--- config.mk ---
export PLATFORM = sky130hd
export DESIGN_NAME = sdol_top
export DESIGN_NICKNAME = d
export VERILOG_FILES = /design/src/sdol_pkg.sv /design/src/sdol_sec_if.sv /design/src/sdol_timebase.sv /design/src/sdol_top.sv
export SDC_FILE = /design/constraint.sdc
export NUM_CORES = 1
export LEC_CHECK = 0
export ABC_AREA = 0
export BUFFER_PORTS_ARGS = -buffer_cell sky130_fd_sc_hd__buf_4
export CAP_MARGIN = 10
export CORE_MARGIN = 1
export CORE_UTILIZATION = 62
export DETAILED_ROUTE_END_ITERATION = 7
export PLACE_DENSITY_LB_ADDON = 0.3
export SYNTH_ARGS = -nofsm -noshare
export SYNTH_HDL_FRONTEND = slang
export SYNTH_SLANG_ARGS = --single-unit
export TNS_END_PERCENT = 5
--- constraint.sdc ---
create_clock -name clk_i -period 5.2 [get_ports clk_i]
set_clock_uncertainty 0.15 [all_clocks]
set_input_delay 1.04 -clock clk_i [delete_from_list [all_inputs] [get_ports clk_i]]
set_output_delay 1.04 -clock clk_i [all_outputs]
set_load 0.05 [all_outputs]
--- src/sdol_pkg.sv ---
// package: constants for the start-up delay and output latch block
package sdol_pkg;
  // wishbone register byte offsets
  localparam logic [3:0] SDOL_CFG_OFS    = 4'h0;
  localparam logic [3:0] SDOL_STAT_OFS   = 4'h4;
  localparam logic [3:0] SDOL_IRQ_OFS    = 4'h8;
  localparam logic [3:0] SDOL_MASK_OFS   = 4'hc;
  // cfg register field positions
  localparam int SDOL_MODE_LSB  = 0;
  localparam int SDOL_DASG_LSB  = 4;
  localparam int SDOL_LASG_LSB  = 8;
  localparam int SDOL_STILL_LSB = 16;
  // start-up mode codes
  localparam logic [3:0] SDOL_MODE_OFF    = 4'h0;
  localparam logic [3:0] SDOL_MODE_T_MAX  = 4'h8;
  localparam logic [3:0] SDOL_MODE_AUTO   = 4'h9;
  localparam logic [3:0] SDOL_MODE_REMOTE = 4'ha;
  // reset values
  localparam logic [31:0] SDOL_CFG_RST  = 32'h0001_0000;
  localparam logic [2:0]  SDOL_MASK_RST = 3'h0;
  // timing
  localparam int SDOL_CLK_HZ       = 20_000_000;
  localparam int SDOL_TICK_S       = 1;
  localparam int SDOL_TICK_CYCLES  = SDOL_CLK_HZ * SDOL_TICK_S;
  // interrupt bit positions
  localparam int SDOL_IRQ_DLY_END  = 0;
  localparam int SDOL_IRQ_STILL    = 1;
  localparam int SDOL_IRQ_RELEASE  = 2;
endpackage : sdol_pkg

--- src/sdol_sec_if.sv ---
// interface: one-second tick carrier between timebase and core
`timescale 1ns/1ns
`default_nettype none
interface sdol_sec_if;
  logic tick;
  modport src (output tick);
  modport dst (input  tick);
endinterface : sdol_sec_if
`default_nettype wire

--- src/sdol_timebase.sv ---
// one-second tick generator from the internal clock
`timescale 1ns/1ns
`default_nettype none
module sdol_timebase
  import sdol_pkg::*;
#(
  parameter int TICK_CYCLES = SDOL_TICK_CYCLES
) (
  // clock and reset
  input  wire logic clk_i,
  input  wire logic rst_i,
  // tick out
  sdol_sec_if.src   sec
);
  logic [31:0] cnt_q;

  always_ff @(posedge clk_i) begin
    if (rst_i) begin
      cnt_q <= 32'h0;
    end else if (cnt_q == 32'(TICK_CYCLES - 1)) begin
      cnt_q <= 32'h0;
    end else begin
      cnt_q <= cnt_q + 32'h1;
    end
  end

  assign sec.tick = (cnt_q == 32'(TICK_CYCLES - 1));
endmodule : sdol_timebase
`default_nettype wire

--- src/sdol_top.sv ---
// start-up delay and output latch conditioning for three switching outputs
//
// Register access over Wishbone and the register offsets were chosen for this implementation.
`timescale 1ns/1ns
`default_nettype none
module sdol_top
  import sdol_pkg::*;
#(
  parameter int TICK_CYCLES = SDOL_TICK_CYCLES,
  parameter int NOUT        = 3
) (
  // clock and reset
  input  wire logic        clk_i,
  input  wire logic        rst_i,
  // wishbone slave
  input  wire logic        cyc_i,
  input  wire logic        stb_i,
  input  wire logic        we_i,
  input  wire logic [3:0]  adr_i,
  input  wire logic [3:0]  sel_i,
  input  wire logic [31:0] dat_i,
  output logic      [31:0] dat_o,
  output logic             ack_o,
  // monitor status inputs
  input  wire logic        freq_zero_i,
  input  wire logic        above_set_i,
  input  wire logic        remote_dly_i,
  input  wire logic        release_i,
  input  wire logic [2:0]  raw_out_i,
  // conditioned outputs
  output logic      [2:0]  out_o,
  output logic             delay_active_o,
  output logic             standstill_o,
  output logic             irq_o
);
  sdol_sec_if sec ();

  sdol_timebase #(
    .TICK_CYCLES (TICK_CYCLES)
  ) u_tb (
    .clk_i (clk_i),
    .rst_i (rst_i),
    .sec   (sec)
  );

  typedef enum logic [1:0] {SDOL_IDLE, SDOL_TIMED, SDOL_AUTO, SDOL_REMOTE} sdol_state_t;

  logic [31:0] cfg_q;
  logic [2:0]  irq_q;
  logic [2:0]  mask_q;
  logic        ack_q;
  logic [31:0] rdat_q;
  logic [3:0]  mode;
  logic [2:0]  dasg;
  logic [3:0]  lasg;
  logic [15:0] still_s;
  logic        wr_cfg;
  logic        wr_irq;
  logic        wr_mask;

  assign mode    = cfg_q[SDOL_MODE_LSB +: 4];
  assign dasg    = cfg_q[SDOL_DASG_LSB +: 3];
  assign lasg    = cfg_q[SDOL_LASG_LSB +: 4];
  assign still_s = cfg_q[SDOL_STILL_LSB +: 16];

  // bus: one registered answer per request, the cycle after it; ack drops the cycle after
  wire req = cyc_i & stb_i & ~ack_q;
  assign wr_cfg  = req & we_i & (adr_i == SDOL_CFG_OFS);
  assign wr_irq  = req & we_i & (adr_i == SDOL_IRQ_OFS);
  assign wr_mask = req & we_i & (adr_i == SDOL_MASK_OFS);

  always_ff @(posedge clk_i) begin
    if (rst_i) begin
      ack_q <= 1'b0;
    end else begin
      ack_q <= req;
    end
  end

  genvar b;
  generate
    for (b = 0; b < 4; b++) begin : g_cfg
      always_ff @(posedge clk_i) begin
        if (rst_i) begin
          cfg_q[b*8 +: 8] <= SDOL_CFG_RST[b*8 +: 8];
        end else if (wr_cfg && sel_i[b]) begin
          cfg_q[b*8 +: 8] <= dat_i[b*8 +: 8];
        end
      end
    end
  endgenerate

  always_ff @(posedge clk_i) begin
    if (rst_i) begin
      mask_q <= SDOL_MASK_RST;
    end else if (wr_mask && sel_i[0]) begin
      mask_q <= dat_i[2:0];
    end
  end

  // standstill timer: one spare tick, since the free-running tick phase
  // could otherwise declare standstill up to a second before the interval
  logic [16:0] zero_cnt_q;
  logic        still_q;
  logic        still_due;

  assign still_due = (still_s == 16'h0) || (zero_cnt_q > {1'b0, still_s});

  always_ff @(posedge clk_i) begin
    if (rst_i) begin
      zero_cnt_q <= 17'h0;
    end else if (!freq_zero_i) begin
      zero_cnt_q <= 17'h0;
    end else if (!still_due && sec.tick) begin
      zero_cnt_q <= zero_cnt_q + 17'h1;
    end
  end

  always_ff @(posedge clk_i) begin
    if (rst_i) begin
      still_q <= 1'b0;
    end else if (!freq_zero_i) begin
      still_q <= 1'b0;
    end else if (still_due) begin
      still_q <= 1'b1;
    end
  end

  // standstill exit restarts the delay; reset release does too
  logic still_d1_q;
  logic boot_q;
  always_ff @(posedge clk_i) begin
    if (rst_i) begin
      still_d1_q <= 1'b0;
      boot_q     <= 1'b1;
    end else begin
      still_d1_q <= still_q;
      boot_q     <= 1'b0;
    end
  end
  wire restart = boot_q | (still_d1_q & ~still_q);

  // start-up delay sequencer
  sdol_state_t st_q;
  logic [7:0]  dly_cnt_q;
  logic [7:0]  dly_len;

  always_comb begin
    dly_len = 8'h0;
    if (mode != SDOL_MODE_OFF && mode <= SDOL_MODE_T_MAX) begin
      dly_len = 8'(8'h1 << (mode - 4'h1));
    end
  end

  // seconds counted in the timed state since the last restart
  always_ff @(posedge clk_i) begin
    if (rst_i) begin
      dly_cnt_q <= 8'h0;
    end else if (restart) begin
      dly_cnt_q <= 8'h0;
    end else if (st_q == SDOL_TIMED && sec.tick) begin
      dly_cnt_q <= dly_cnt_q + 8'h1;
    end
  end

  always_ff @(posedge clk_i) begin
    if (rst_i) begin
      st_q <= SDOL_IDLE;
    end else if (restart) begin
      if (mode == SDOL_MODE_OFF) begin
        st_q <= SDOL_IDLE;
      end else if (mode <= SDOL_MODE_T_MAX) begin
        st_q <= SDOL_TIMED;
      end else if (mode == SDOL_MODE_AUTO) begin
        st_q <= SDOL_AUTO;
      end else if (mode == SDOL_MODE_REMOTE) begin
        st_q <= SDOL_REMOTE;
      end else begin
        st_q <= SDOL_IDLE;
      end
    end else begin
      case (st_q)
        SDOL_TIMED: begin
          if (sec.tick && (dly_cnt_q + 8'h1 >= dly_len)) begin
            st_q <= SDOL_IDLE;
          end
        end
        SDOL_AUTO: begin
          if (above_set_i) begin
            st_q <= SDOL_IDLE;
          end
        end
        SDOL_REMOTE: begin
          st_q <= SDOL_REMOTE;
        end
        default: begin
          st_q <= SDOL_IDLE;
        end
      endcase
    end
  end

  logic dly_on;
  always_comb begin
    case (st_q)
      SDOL_TIMED:  dly_on = 1'b1;
      SDOL_AUTO:   dly_on = 1'b1;
      SDOL_REMOTE: dly_on = remote_dly_i;
      default:     dly_on = 1'b0;
    endcase
  end

  // release pulse from the key or control input
  logic rel_d1_q;
  always_ff @(posedge clk_i) begin
    if (rst_i) begin
      rel_d1_q <= 1'b0;
    end else begin
      rel_d1_q <= release_i;
    end
  end
  wire rel_pulse = release_i & ~rel_d1_q;

  // per-output gating and catch
  logic [2:0] gated;
  logic [2:0] catch_q;
  logic [2:0] out_q;
  genvar i;
  generate
    for (i = 0; i < NOUT; i++) begin : g_out
      // zero assignment leaves every output free of the delay; a set bit masks that output
      assign gated[i] = raw_out_i[i] & ~(dly_on & dasg[i]);
      always_ff @(posedge clk_i) begin
        if (rst_i) begin
          catch_q[i] <= 1'b0;
        end else if (!lasg[i]) begin
          catch_q[i] <= 1'b0;
        end else if (gated[i]) begin
          catch_q[i] <= 1'b1;
        end else if (rel_pulse) begin
          catch_q[i] <= 1'b0;
        end else if (lasg[3] && still_q) begin
          catch_q[i] <= 1'b0;
        end
      end
      always_ff @(posedge clk_i) begin
        if (rst_i) begin
          out_q[i] <= 1'b0;
        end else begin
          out_q[i] <= gated[i] | catch_q[i];
        end
      end
    end
  endgenerate

  // sticky events: set wins over write-one clear
  logic dly_on_d1_q;
  logic [2:0] ev;
  always_ff @(posedge clk_i) begin
    if (rst_i) begin
      dly_on_d1_q <= 1'b0;
    end else begin
      dly_on_d1_q <= dly_on;
    end
  end
  assign ev[SDOL_IRQ_DLY_END] = dly_on_d1_q & ~dly_on;
  assign ev[SDOL_IRQ_STILL]   = still_q & ~still_d1_q;
  assign ev[SDOL_IRQ_RELEASE] = rel_pulse;

  always_ff @(posedge clk_i) begin
    if (rst_i) begin
      irq_q <= 3'h0;
    end else begin
      irq_q <= (irq_q & ~((wr_irq && sel_i[0]) ? dat_i[2:0] : 3'h0)) | ev;
    end
  end

  always_ff @(posedge clk_i) begin
    if (rst_i) begin
      rdat_q <= 32'h0;
    end else if (req && !we_i) begin
      case (adr_i)
        SDOL_CFG_OFS:  rdat_q <= cfg_q;
        SDOL_STAT_OFS: rdat_q <= {29'h0, dly_on, still_q, boot_q};
        SDOL_IRQ_OFS:  rdat_q <= {29'h0, irq_q};
        SDOL_MASK_OFS: rdat_q <= {29'h0, mask_q};
        default:       rdat_q <= 32'h0;
      endcase
    end
  end

  assign dat_o          = rdat_q;
  assign ack_o          = ack_q;
  assign out_o          = out_q;
  assign delay_active_o = dly_on;
  assign standstill_o   = still_q;
  assign irq_o          = |(irq_q & mask_q);
endmodule : sdol_top
`default_nettype wire

==> flow_metrics.py <==
metrics = {
    "global_route": {
        "gr-total-overflow": 0,
        "antenna_found_initial": 0,
        "grt_pass1_vias": 5344,
        "grt_pass1_wl_um": 25000,
        "grt_max_degree": 91,
        "grt.total_usage_pct": 28.7,
    },
    "floorplan": {
        "fp-row-count": 37,
        "die_w_um": 105,
        "start_util_pct": 63.4,
        "ios": 91,
        "core_mm2": 0.0103,
        "dieHeight_um": 105,
        "die-area_mm2": 0.0109,
    },
    "routing": {
        "drt-initial-drc-count": 308,
        "num_vias": 5578,
        "routedWlPerCell_um": 16.1,
        "via_per_inst": 5.88,
        "first_pass_iters": 5,
        "wl_um": 15300,
        "drc": 0,
        "ant_nets": 0,
    },
    "timing": {
        "rsz0062_at_grt": "no",
        "max_freq_ghz": 0.304,
        "setup_viol_count_final": 0,
        "tightestPinTransition_ns": 1.14,
        "fin_crit_sh_pct": 63.2,
        "finalSetupTns_ns": 0,
        "final.min_clock_period_ns": 3.28,
        "hold_violations": 0,
        "whs_ns": 0.321,
        "max_slew_margin_pct": 23.8,
        "drv_slew": 0,
        "layout_setup_ws_ns": 1.92,
    },
    "finish": {
        "mostFrequentLayoutCells": "dfxtp_1 (141), nor2_1 (123), buf_4 (92)",
        "final_cells": 948,
        "layout-drive-gt1-share_pct": 17.4,
        "diodes": 0,
        "post-route-util_pct": 76.1,
        "final_common_cell": "dfxtp_1",
        "layout.nets": 882,
        "final_area_mm2": 0.00782,
        "syn2layout_area_growth_pct": 20.0,
    },
    "clocking": {
        "clkLatencyLatePin_ns": 0.54,
        "cts.sinks": 141,
        "tritoncts": "built",
        "postCtsSetupBuffers": 0,
        "cts_made_buffers": 17,
        "cts-htree-levels": 4,
        "root_buffer": "clkbuf_8",
        "hold_buffers": 0,
        "clock_path_buffers": 2,
        "clk_pin_slew_ns": 0.06,
        "cts_resized": 0,
    },
    "yosys": {
        "syn_area_per_cell_um2": 8.98,
        "synth_seq_cells": 141,
        "yosysWarnings": 0,
        "syn_nets": 809,
        "synth_ff_type": "dfxtp_1",
        "async_flop_share_pct": 0,
        "synth_top_area_cell": "dfxtp_1",
        "synthCells": 726,
        "ys_types": 56,
        "synth_top_area_share_pct": 43.3,
        "synth_area_leaders": "dfxtp_1 (43%), nor2_1 (7.1%), ha_1 (6.0%)",
        "ys_seq_area_share_pct": 43.3,
        "synth_edf_count": 0,
        "synth_area_mm2": 0.00652,
    },
    "place": {
        "hpwlAfterDp_um": 10700,
        "dp_cells": 916,
        "dp_slack_ns": 1.89,
        "port_buffers": 90,
        "gp_congestion": 0.885,
        "dpl_cell_area_mm2": 0.00724,
    },
    "pwr": {
        "pwr_density_cell_mw_per_mm2": 303,
        "power.total_mw": 2.37,
        "ir_worst_vdd_mv": 0.191,
        "p_leak_nw": 3.31,
    },
    "setup_path": {
        "critPathArrivalTime_ns": 3.59,
        "crit_fanout": 31,
        "worst_setup_path_end_kind": "flip-flop",
        "start_kind": "flip-flop",
        "crit_type": "reg2reg",
        "critPathRequiredTime_ns": 5.50,
    },
    "job": {
        "drv_cap": 0,
    },
    "worst_hold_path": {
        "hold_class": "reg2reg",
    },
    "outcome": {
        "status": "finished clean",
    },
}
## where the power goes
part	switching [mW]	total, mW	internal [mW]
clock	0.488	1.19	0.704
sequential	0.00447	1.09	1.09
combinational	0.0462	0.0838	0.0376
total	0.539	2.37	1.83
## worst max-delay path, stage by stage, from the launching register on
cell	delay (ns)
dfxtp_1	0.38
inv_1	0.07
ha_1	0.31
a21oi_1	0.17
o21ai_1	0.12
a2111oi_2	0.47
o2111ai_2	0.65
or4_1	0.71
a21oi_1	0.17
## registers in the layout, indices dropped and copies added, names as in the netlist
register and count:
cfg_q 32, dat_o 32, u_tb.cnt_q 32, zero_cnt_q 17, dly_cnt_q 8, catch_q 3, irq_q 3, mask_q 3
out_o 3, st_q 2, ack_o 1, boot_q 1, dly_on_d1_q 1, rel_d1_q 1, standstill_o 1, still_d1_q 1
## logic make-up after synthesis
| kind of cell | Yosys count | synth area share, % |
|---|---|---|
| fa+ha+maj | 31 | 5.95 |
| xor+xnor | 39 | 5.24 |
| flops | 141 | 43.3 |
| compound gates | 113 | 11.6 |
| buf+inv | 65 | 3.92 |
| mux | 41 | 6.91 |
| simple gates | 296 | 23.1 |
## final cells by class
cell class                 instances  area (um2)
multi-input combinational        520        3450
sequential                       141        2820
fill                             714        2450
timing repair buffer              92         691
clock buffer                      18         428
tap                              136         170
clock inverter                    14         158
inverter                          27         101
## per-layer routing
metal	track usage, %	part of all wire [%]	up-vias
li1	-	-	2729
met3	6.61	5.1	23
met4	11.3	1.5	0
met1	34.1	43	2657
met2	49.8	50	169
met5	0	0	-
## cells in the mapped netlist, types with 4 or more instances
master and number:
or3_1 9, or4_1 14, and3_1 18, nor2b_1 6, inv_1 27, nand2b_1 4, nand3_1 20, xnor2_1 13
ha_1 31, a21o_1 4, nand2_1 41, o31ai_1 12, nand4_1 15, and2_1 4, nor2_1 123, and4_1 6
nor4_1 12, a22oi_1 35, mux2i_1 36, buf_2 8, xor2_1 26, nor3_1 4, dfxtp_1 141, o21ai_0 11
a21oi_1 34, clkbuf_1 27
## path summary, 6_finish.rpt
path	to	cells past startpoint	slack (ns)	start
max reg2reg	zero_cnt_q[5]	8	1.92	cfg_q[18]
min reg2reg	out_o[2]	2	0.32	catch_q[2]
min	out_o[2]	2	0.32	catch_q[2]
max	zero_cnt_q[5]	8	1.92	cfg_q[18]
Note: power is estimated with default switching activity, not from simulation.
